--- src/verilog/oesc_pkg.sv ---
package oesc_pkg;

   // =====================================================================
   // register map (word indices on the plain register port)
   localparam logic [5:0] OESC_ADDR_PWR_ONE = 6'h01;
   localparam logic [5:0] OESC_ADDR_PWR_THREE = 6'h03;
   localparam logic [5:0] OESC_ADDR_ADD_CTRL = 6'h07;
   localparam logic [5:0] OESC_ADDR_GP_CTRL = 6'h08;
   localparam logic [5:0] OESC_ADDR_BOOST_CTRL = 6'h09;
   localparam logic [5:0] OESC_ADDR_MONO_MIX = 6'h0A;
   localparam logic [5:0] OESC_ADDR_TIEOFF = 6'h31;
   localparam logic [5:0] OESC_ADDR_IRQ_STAT = 6'h20;
   localparam logic [5:0] OESC_ADDR_IRQ_EN = 6'h21;
   localparam logic [5:0] OESC_ADDR_IRQ_CLR = 6'h22;
   localparam logic [5:0] OESC_ADDR_OUT_STAT = 6'h23;

   // =====================================================================
   // field positions
   localparam int OESC_B_TIEOFF_BUF = 2;
   localparam int OESC_B_LVL_DRV = 8;
   localparam int OESC_B_BIAS = 3;
   localparam int OESC_B_SPK_MIX = 2;
   localparam int OESC_B_MONO_MIX = 3;
   localparam int OESC_B_SPK_POS = 5;
   localparam int OESC_B_SPK_NEG = 6;
   localparam int OESC_B_MONO_OUT = 7;
   localparam int OESC_B_RES_SEL = 0;
   localparam int OESC_B_OVERTEMP = 1;
   localparam int OESC_B_SLOW_TICK = 0;
   localparam int OESC_B_GP_INVERT = 3;
   localparam int OESC_B_TWO_WIRE = 4;
   localparam int OESC_B_SPK_SHIFT = 0;
   localparam int OESC_B_MONO_SHIFT = 1;
   localparam int OESC_B_MONO_SILENCE = 6;
   localparam int OESC_IRQ_THERMAL = 0;
   localparam int OESC_IRQ_JACK = 1;

   localparam logic [2:0] OESC_GP_FN_SWITCH = 3'h1;

   // =====================================================================
   // reset values
   localparam logic [8:0] OESC_RST_ZERO = 9'h000;
   localparam logic [8:0] OESC_RST_TIEOFF = 9'h002;
   localparam logic [8:0] OESC_RST_GP = 9'h010;
   localparam logic [8:0] OESC_RST_MONO_MIX = 9'h000;
   localparam logic [1:0] OESC_IRQ_ZERO = 2'h0;

   // =====================================================================
   // timing: slow tick period is 2^21 master clock periods
   localparam int OESC_SLOW_LOG2 = 21;
   localparam logic [20:0] OESC_SLOW_LAST = 21'h1FFFFF;

   typedef struct packed {
      logic res_sel;       // 0: about 1 kohm, 1: about 30 kohm
      logic high_level;    // 1: tie or sit at 1.5x half-supply
   } oesc_tie_s;

   typedef struct packed {
      logic speaker_pos_en;
      logic speaker_neg_en;
      logic mono_out_en;
      logic speaker_mixer_en;
      logic mono_mixer_en;
      logic tieoff_buffer_en;
      logic level_shift_driver_en;
      logic amp_bias_en;
      logic mono_out_silence;
      logic overtemp_protect_en;
      oesc_tie_s speaker_tie;
      oesc_tie_s mono_tie;
   } oesc_analog_s;

endpackage : oesc_pkg

--- src/verilog/oesc_debounce.sv ---
`timescale 1ns/1ps
module oesc_debounce
   import oesc_pkg::*;
(
   input wire logic clk,
   input wire logic rst_b,
   input wire logic tick_en,
   input wire logic raw_in,
   output logic level,
   output logic changed
);

   typedef struct packed {
      logic [20:0] div;
      logic sync1;
      logic sync2;
      logic cand;
      logic stable;
      logic chg;
   } oesc_db_s;

   oesc_db_s s_q;
   oesc_db_s s_d;
   logic tick;

   // =====================================================================
   // slow tick divider and debounce
   always_comb begin
      s_d = s_q;
      s_d.chg = 1'b0;
      s_d.sync1 = raw_in;
      s_d.sync2 = s_q.sync1;
      tick = 1'b0;
      if (tick_en) begin
         s_d.div = s_q.div + 21'h000001;
         tick = (s_q.div == OESC_SLOW_LAST);
      end else begin
         s_d.div = '0;
      end
      if (tick) begin
         s_d.cand = s_q.sync2;
         // a level must be seen on two ticks in a row before it is taken
         if (s_q.sync2 == s_q.cand && s_q.cand != s_q.stable) begin
            s_d.stable = s_q.cand;
            s_d.chg = 1'b1;
         end
      end
   end

   always_ff @(posedge clk or negedge rst_b) begin
      if (!rst_b) begin
         s_q <= '0;
      end else begin
         s_q <= s_d;
      end
   end

   assign level = s_q.stable;
   assign changed = s_q.chg;

endmodule : oesc_debounce

--- src/verilog/oesc_ctrl.sv ---
// Our own choice: strobed register access.
`timescale 1ns/1ps
module oesc_ctrl
   import oesc_pkg::*;
(
   input wire logic clk,
   input wire logic rst_b,
   input wire logic [5:0] reg_addr,
   input wire logic [8:0] reg_wdata,
   input wire logic reg_wr,
   input wire logic reg_rd,
   output logic [8:0] reg_rdata,
   input wire logic chip_select_gp_pin,
   input wire logic overtemp_in,
   output oesc_analog_s analog_q,
   output logic switch_mode_q,
   output logic slow_tick_en_q,
   output logic irq_q
);

   typedef struct packed {
      logic [8:0] pwr_one;
      logic [8:0] pwr_three;
      logic [8:0] add_ctrl;
      logic [8:0] gp_ctrl;
      logic [8:0] boost;
      logic [8:0] mono_mix;
      logic [8:0] tieoff;
      logic [1:0] irq_stat;
      logic [1:0] irq_en;
      logic temp_q;
      logic [8:0] rdata;
      oesc_analog_s ana;
      logic sw_mode;
      logic irq;
   } oesc_state_s;

   oesc_state_s s_q;
   oesc_state_s s_d;
   logic sw_level;
   logic sw_changed;
   logic sw_mode;
   logic jack_in;
   logic spk_allow;
   logic mono_allow;
   logic [1:0] ev;
   logic [1:0] clr;

   // =====================================================================
   // jack detect debounce
   oesc_debounce u_debounce (
      .clk(clk),
      .rst_b(rst_b),
      .tick_en(s_q.add_ctrl[OESC_B_SLOW_TICK]),
      .raw_in(chip_select_gp_pin),
      .level(sw_level),
      .changed(sw_changed)
   );

   // =====================================================================
   // next state
   always_comb begin
      s_d = s_q;
      clr = '0;
      // switch input only when the control port runs two-wire
      sw_mode = s_q.gp_ctrl[OESC_B_TWO_WIRE]
         && (s_q.gp_ctrl[2:0] == OESC_GP_FN_SWITCH);
      jack_in = sw_level ^ s_q.gp_ctrl[OESC_B_GP_INVERT];
      // the switch only masks; it never sets an enable on its own
      spk_allow = !sw_mode || jack_in;
      mono_allow = !sw_mode || !jack_in;

      // register writes
      if (reg_wr) begin
         case (reg_addr)
            OESC_ADDR_PWR_ONE: s_d.pwr_one = reg_wdata;
            OESC_ADDR_PWR_THREE: s_d.pwr_three = reg_wdata;
            OESC_ADDR_ADD_CTRL: s_d.add_ctrl = reg_wdata;
            OESC_ADDR_GP_CTRL: s_d.gp_ctrl = reg_wdata;
            OESC_ADDR_BOOST_CTRL: s_d.boost = reg_wdata;
            OESC_ADDR_MONO_MIX: s_d.mono_mix = reg_wdata;
            OESC_ADDR_TIEOFF: s_d.tieoff = reg_wdata;
            OESC_ADDR_IRQ_EN: s_d.irq_en = reg_wdata[1:0];
            OESC_ADDR_IRQ_CLR: clr = reg_wdata[1:0];
            default: ;
         endcase
      end

      // register reads, data valid the cycle after the strobe
      s_d.rdata = '0;
      if (reg_rd) begin
         case (reg_addr)
            OESC_ADDR_PWR_ONE: s_d.rdata = s_q.pwr_one;
            OESC_ADDR_PWR_THREE: s_d.rdata = s_q.pwr_three;
            OESC_ADDR_ADD_CTRL: s_d.rdata = s_q.add_ctrl;
            OESC_ADDR_GP_CTRL: s_d.rdata = s_q.gp_ctrl;
            OESC_ADDR_BOOST_CTRL: s_d.rdata = s_q.boost;
            OESC_ADDR_MONO_MIX: s_d.rdata = s_q.mono_mix;
            OESC_ADDR_TIEOFF: s_d.rdata = s_q.tieoff;
            OESC_ADDR_IRQ_STAT: s_d.rdata = {7'h00, s_q.irq_stat};
            OESC_ADDR_IRQ_EN: s_d.rdata = {7'h00, s_q.irq_en};
            OESC_ADDR_OUT_STAT: s_d.rdata = {4'h0, sw_level, s_q.sw_mode,
               s_q.ana.speaker_pos_en, s_q.ana.speaker_neg_en, s_q.ana.mono_out_en};
            default: s_d.rdata = '0;
         endcase
      end

      // sticky events; a set in the clearing cycle wins
      s_d.temp_q = overtemp_in;
      ev[OESC_IRQ_THERMAL] = overtemp_in && !s_q.temp_q
         && s_q.tieoff[OESC_B_OVERTEMP];
      ev[OESC_IRQ_JACK] = sw_changed && sw_mode;
      s_d.irq_stat = (s_q.irq_stat & ~clr) | ev;
      s_d.irq = |(s_d.irq_stat & s_d.irq_en);

      // analogue controls, all active high
      s_d.sw_mode = sw_mode;
      s_d.ana.tieoff_buffer_en = s_q.pwr_one[OESC_B_TIEOFF_BUF];
      s_d.ana.level_shift_driver_en = s_q.pwr_one[OESC_B_LVL_DRV];
      s_d.ana.amp_bias_en = s_q.pwr_one[OESC_B_BIAS];
      s_d.ana.speaker_mixer_en = s_q.pwr_three[OESC_B_SPK_MIX];
      s_d.ana.mono_mixer_en = s_q.pwr_three[OESC_B_MONO_MIX];
      s_d.ana.speaker_pos_en = s_q.pwr_three[OESC_B_SPK_POS] && spk_allow;
      s_d.ana.speaker_neg_en = s_q.pwr_three[OESC_B_SPK_NEG] && spk_allow;
      s_d.ana.mono_out_en = s_q.pwr_three[OESC_B_MONO_OUT] && mono_allow;
      // silenced mono drives the speaker dc offset as headphone ground
      s_d.ana.mono_out_silence = s_q.mono_mix[OESC_B_MONO_SILENCE];
      s_d.ana.overtemp_protect_en = s_q.tieoff[OESC_B_OVERTEMP];
      // the resistance field is passed always; the analogue side uses it
      // only while the matching enable is low
      s_d.ana.speaker_tie.res_sel = s_q.tieoff[OESC_B_RES_SEL];
      s_d.ana.speaker_tie.high_level = s_q.boost[OESC_B_SPK_SHIFT];
      s_d.ana.mono_tie.res_sel = s_q.tieoff[OESC_B_RES_SEL];
      // a silenced mono must follow the speaker level, not its own
      s_d.ana.mono_tie.high_level = s_q.mono_mix[OESC_B_MONO_SILENCE]
         ? s_q.boost[OESC_B_SPK_SHIFT] : s_q.boost[OESC_B_MONO_SHIFT];
   end

   // =====================================================================
   // state register
   always_ff @(posedge clk or negedge rst_b) begin
      if (!rst_b) begin
         s_q <= '0;
         s_q.pwr_one <= OESC_RST_ZERO;
         s_q.pwr_three <= OESC_RST_ZERO;
         s_q.add_ctrl <= OESC_RST_ZERO;
         s_q.gp_ctrl <= OESC_RST_GP;
         s_q.mono_mix <= OESC_RST_MONO_MIX;
         s_q.tieoff <= OESC_RST_TIEOFF;
         s_q.irq_stat <= OESC_IRQ_ZERO;
         s_q.irq_en <= OESC_IRQ_ZERO;
         s_q.ana.overtemp_protect_en <= 1'b1;
      end else begin
         s_q <= s_d;
      end
   end

   assign reg_rdata = s_q.rdata;
   assign analog_q = s_q.ana;
   assign switch_mode_q = s_q.sw_mode;
   assign slow_tick_en_q = s_q.add_ctrl[OESC_B_SLOW_TICK];
   assign irq_q = s_q.irq;

endmodule : oesc_ctrl

--- config.mk ---
export PLATFORM = sky130hd
export DESIGN_NAME = oesc_ctrl
export DESIGN_NICKNAME = d
export VERILOG_FILES = /design/src/verilog/oesc_pkg.sv /design/src/verilog/oesc_debounce.sv /design/src/verilog/oesc_ctrl.sv
export SDC_FILE = /design/constraint.sdc
export NUM_CORES = 1
export LEC_CHECK = 0
export ABC_AREA = 0
export BUFFER_PORTS_ARGS = -buffer_cell sky130_fd_sc_hd__buf_4
export CORE_MARGIN = 2
export CORE_UTILIZATION = 60
export CTS_BUF_LIST = sky130_fd_sc_hd__clkbuf_8
export DETAILED_ROUTE_END_ITERATION = 8
export PLACE_DENSITY = 0.8
export SLEW_MARGIN = 20
export SYNTH_ARGS = -nofsm -noshare
export SYNTH_HDL_FRONTEND = slang
export SYNTH_SLANG_ARGS = --single-unit
export TNS_END_PERCENT = 10
--- constraint.sdc ---
create_clock -name clk -period 2.2 [get_ports clk]
set_clock_uncertainty 0.05 [all_clocks]
set_input_delay 0.11 -clock clk [delete_from_list [all_inputs] [get_ports clk]]
set_output_delay 0.11 -clock clk [all_outputs]
set_load 0.1 [all_outputs]
Word-level counts from Yosys, hierarchy flattened:

Index checks and enable logic that the tools add are counted.

* $add $sub $neg: 1
* equality and inequality tests: 15
* muxes and demuxes: 11
* bitwise logic cells: 5
* reduce and logical (&&, ||, !) cells: 22

Operators by type and width (count)
* 9-bit case mux with 10 select lines: 1
* 6-bit == test (second input constant): 5
* 21-bit by 1-bit adder with 21-bit output (second input constant): 1
* 21-bit == test (second input constant): 1
* 21-bit two-way mux: 1
* 6-bit by 4-bit == test with 1-bit output (second input constant): 3
* 2-bit AND reduction: 8
* 9-bit two-way mux: 1
* 1-bit logical AND: 8
* 2-bit two-way mux: 4
* 6-bit by 1-bit == test with 1-bit output (second input constant): 1
* 6-bit by 2-bit == test with 1-bit output (second input constant): 1
* 6-bit by 3-bit == test with 1-bit output (second input constant): 1
* 2-bit AND: 2
* 1-bit two-way mux: 4
* 3-bit by 1-bit == test with 1-bit output (second input constant): 1
* 1-bit zero test: 3
* 1-bit logical OR: 2
* 2-bit NOT: 1
* 2-bit bitwise OR: 1
* 2-bit OR reduction: 1
* 1-bit == test: 1
* 1-bit != test: 1
* 1-bit bitwise XOR: 1

* register bits: 118
* input port bits: 21
* output and inout port bits: 26

Longest topological paths before layout:

* word-level depth: 8
* depth in mapped cells: 7
* mapped depth without buffers: 6

Hierarchy:

Synthesis repeated with hierarchy kept, for this count alone.

* cells, all modules: 431
* area, all modules: 5479.0 sq um

Modules (own cells, without submodules)
* oesc_ctrl: times used 1, cells an instance 312, area each 4267.8 sq um, seq. area each 2306.0 sq um
* oesc_debounce: times used 1, cells an instance 119, area each 1211.2 sq um, seq. area each 650.6 sq um

Least setup slack after synthesis:

OpenSTA, ideal clock, no wires.

* path type: reg-to-reg
* start point: register u_debounce.s_q[5] (netlist bit)
* end point: register u_debounce.s_q[2] (netlist bit)
* arrival time: 1.752 ns
* setup slack: 0.273 ns
* cell stages (with the launch flop): 6
* cell sequence: dfrtp_1 -> ha_1 -> nand4_1 -> nor4_1 -> nand4_1 -> mux2_2

* cells in the longest elaborated chain, start to end: 2

RTL lines
* start: declaration: RTL line oesc_debounce.sv:22 `oesc_db_s s_q;`
* start signal: assignment: RTL line oesc_debounce.sv:52 `s_q <= '0;`
* start signal: assignment: RTL line oesc_debounce.sv:54 `s_q <= s_d;`
* 21-bit == test: RTL line oesc_debounce.sv:36 `tick = (s_q.div == OESC_SLOW_LAST);`
* 1-bit two-way mux: RTL line oesc_debounce.sv:34 `if (tick_en) begin`

No other way between the ends.
A chain may end at the register's enable or synchronous reset.

==> metrics <==
Antenna Nets Post-Route=0; Fin. Hold Viols=0; layout cells sized above 1=35.7%; CP Data Required Time=between 2000 and 2500 ps; clock tree sinks=118; Main synth FF type=dfrtp_1; post-placement cell area=0.00560 mm²; Initial Utilization=60.8%; largest net degree at the start of global routing=53; synthesized instance count=410; Die W=~97 µm; crit path from=u_debounce.s_q[5]; Flop pwr share=47.7%; Die Height=97.3 µm; RSZ-0062 raised after global routing=no; Hold/Removal Path Class=in -> reg; reg2reg start=u_debounce.s_q[5]; actual slew at the worst max-slew pin=671 ps; root buffer cell=clkbuf_8; sequential share of the synthesized area=56.6%; crit path DAT=2110 ps; Switching Power=1.51 mW; routability cong.=0.906; fin area=roughly 0.0061 mm²; initial antenna violation count=1; combinational share of power=14.6%; Post-synth EDFFs=0; Largest stage delay, worst path=~390 ps; post-synthesis cell area=0.00523 mm²; global-route wire length before repair=19200 µm; Mean Syn Cell Area=12.7 µm²; vias per cell=6.04; met1 WL=4970 µm; DP Wirelength=around 7700 µm; port bufs=46; LEAKAGE=about 2.9 nW; cts bufs inserted=17; Worst-Skew Late Latency=420 ps; Global Route Usage Sum=26.4%; max-slew violations=0; CTS tree=done; Post-CTS Setup Bufs=0; worst-path cell chain=ha_1 -> nand4_1 -> nor4_1 -> buf_4 -> nand4_1 -> xnor2_1 -> and2_1; Seq. cell area=around 0.0030 mm²; # DRC=0; fmax=0.540 GHz; Power Dens Cells=864 mW/mm²; Vias=between 3000 and 4000; Initial DRT Pass Iterations=5; Multi-input gate area=0.00201 mm²; core box area=0.00859 mm²; top cells by area, synth=dfrtp_1 (55%), mux2_2 (14%), buf_4 (3.4%); Tcrit/Tclk final=between 80% and 90%; top-count cell post-synth=dfrtp_1; number of global-route vias before repair=3624; Final setup viols=0; syn nets=roughly 430; # H-tree levels=4; #FFs+latches synth=between 100 and 150; worst hold margin=113 ps; DR WL met3=~830 µm; die area=0.00947 mm²; outcome=complete, no violations; Peak supply drop=0.452 mV; DR top layer=met4; area leader, netlist=dfrtp_1; Clk pwr share=37.7%; cell-internal power=3.79 mW; area delta synth->final=17.3%; slowest cell on the critical path=dfrtp_1; Crit. End Element=flop; Critical Path Start Type=flop; Sw Share=between 20% and 30%; final net count=489; Slew headroom=about 55%; CP most frequent cell=nand4_1; grt total ovfl=0; post-synth top area share=between 50% and 60%; Setup Crit Path Kind=reg -> reg; wire length on met2=5740 µm; # fillers=580; clock period minus worst slack=1850 ps; wirelength, routed=11800 µm; maximum root-to-sink buffer count=2; routed len/inst=20.0 µm; Synth cell types=50; Final TNS setup=0 ps; total chip power=about 5.3 mW; Yosys warning count=0; worst hold start=reg_addr[1]; initial DRC count=approximately 310; register clock-pin slew on the reported worst setup and hold paths=70 ps; most frequent cells after synthesis=dfrtp_1 (115), mux2_2 (67), buf_4 (24), and2_1 (22), nand2_1 (21); async set-reset flop share out of synthesis=100%; # rows=34; max-capacitance violation count=0; Boundary Pins=47; Max FO, Critical Path=4
-- worst max-delay path: cells and delay by family, from the launching register on --
family	cells	cell delay, ps
xor+xnor	1	150
fa+ha+maj	1	220
buf+inv	1	210
flops	1	390
simple gates	4	730
-- placed cells by master (no fill, tap or decap), types with 2 or more instances in the layout --
master and count:
inv_1 7, nand2_1 21, a22oi_1 14, nand2_2 2
a222oi_1 5, a31oi_1 7, nor2b_1 5, clkinv_4 4
clkinvlp_4 2, xor2_1 8, and3_1 5, a221oi_1 5
or3_1 3, a21oi_1 5, nor2_1 9, nand4_1 5
xnor2_1 11, bufinv_16 3, nand3_1 12, nor4_1 2
o21ai_0 7, nor3_1 3, and2_1 22, a21boi_0 2
dlygate4sd3_1 12, clkinv_2 3, a22o_1 6, mux2_2 67
clkbuf_8 18, dfstp_2 3, dfrtp_1 115, buf_4 61
mux2i_1 5
-- metrics by stage --
step | setup slack (ps) | cells | util (%)
floorplan | 273 | 410 | -
global placement | 282 | 544 | 65.2
detailed placement | 228 | 544 | 65.2
CTS | 356 | 587 | 71.3
global route | 172 | 588 | 71.3
finish | 347 | 588 | 71.3
-- area by class of cell --
class | instances | area share [%]
Antenna cell | 1 | 0.0408
Inverter | 6 | 0.367
Clock buffer | 18 | 4.04
Timing Repair Buffer | 74 | 9.76
Sequential cell | 118 | 48.2
Clock inverter | 13 | 2.59
Multi-Input combinational cell | 250 | 32.8
Tap cell | 108 | 2.20
-- timing repair --
action,CTS,global route
resized for setup,0,0
setup endpoints to repair,0,0
endpoints found under the hold margin,114,0
hold buffers,12,0
-- state kept, by name, summed over array words and instances, names as in the netlist --
register,flops
s_q,58
u_debounce.s_q,23
analog_q,13
reg_rdata,9
s_d,9
irq_q,1
slow_tick_en_q,1
switch_mode_q,1
u_debounce.changed,1
u_debounce.level,1
u_debounce.s_d,1
-- final timing paths --
path                       slack, ps                  to  cells past startpoint
setup / recovery                 350  u_debounce.s_q[21]                      7
min in group asynchronous        200             s_q[83]                      2
hold / removal                   110        reg_rdata[8]                      4
hold reg to reg                  300   u_debounce.s_q[3]                      0
max in group asynchronous       1140             s_q[61]                      3
setup reg to reg                 350  u_debounce.s_q[21]                      7
-- routing by layer --
metal / track usage [%] / vias up
met2: 41.4 / 159
met5: 0 / -
met4: 8.23 / 0
met1: 36.4 / 1795
li1: - / 1575
met3: 7.48 / 23
-- cell families after synthesis --
family / after synthesis / synth area share [%]
muxes: 72 / 15.4
and+or+nand+nor: 101 / 11.6
DFF: 118 / 56.6
buffers and inverters: 42 / 5.00
AOI/OAI and AO/OA: 57 / 8.02
xor gates and xnor gates: 19 / 3.18
adders and majority gates: 1 / 0.239
-- power by group through the flow --
| stage | Combinational [mW] | Clock, mW | Sequential (mW) |
|---|---|---|---|
| after floorplan | 0.560 | 0 | 2.55 |
| after global placement | 0.738 | 0 | 2.55 |
| after detailed placement | 0.756 | 0 | 2.56 |
| after CTS | 0.779 | 2.03 | 2.52 |
| after global routing | 0.817 | 2.12 | 2.55 |
| final | 0.773 | 2.00 | 2.53 |
(Power assumes the default switching activity.)
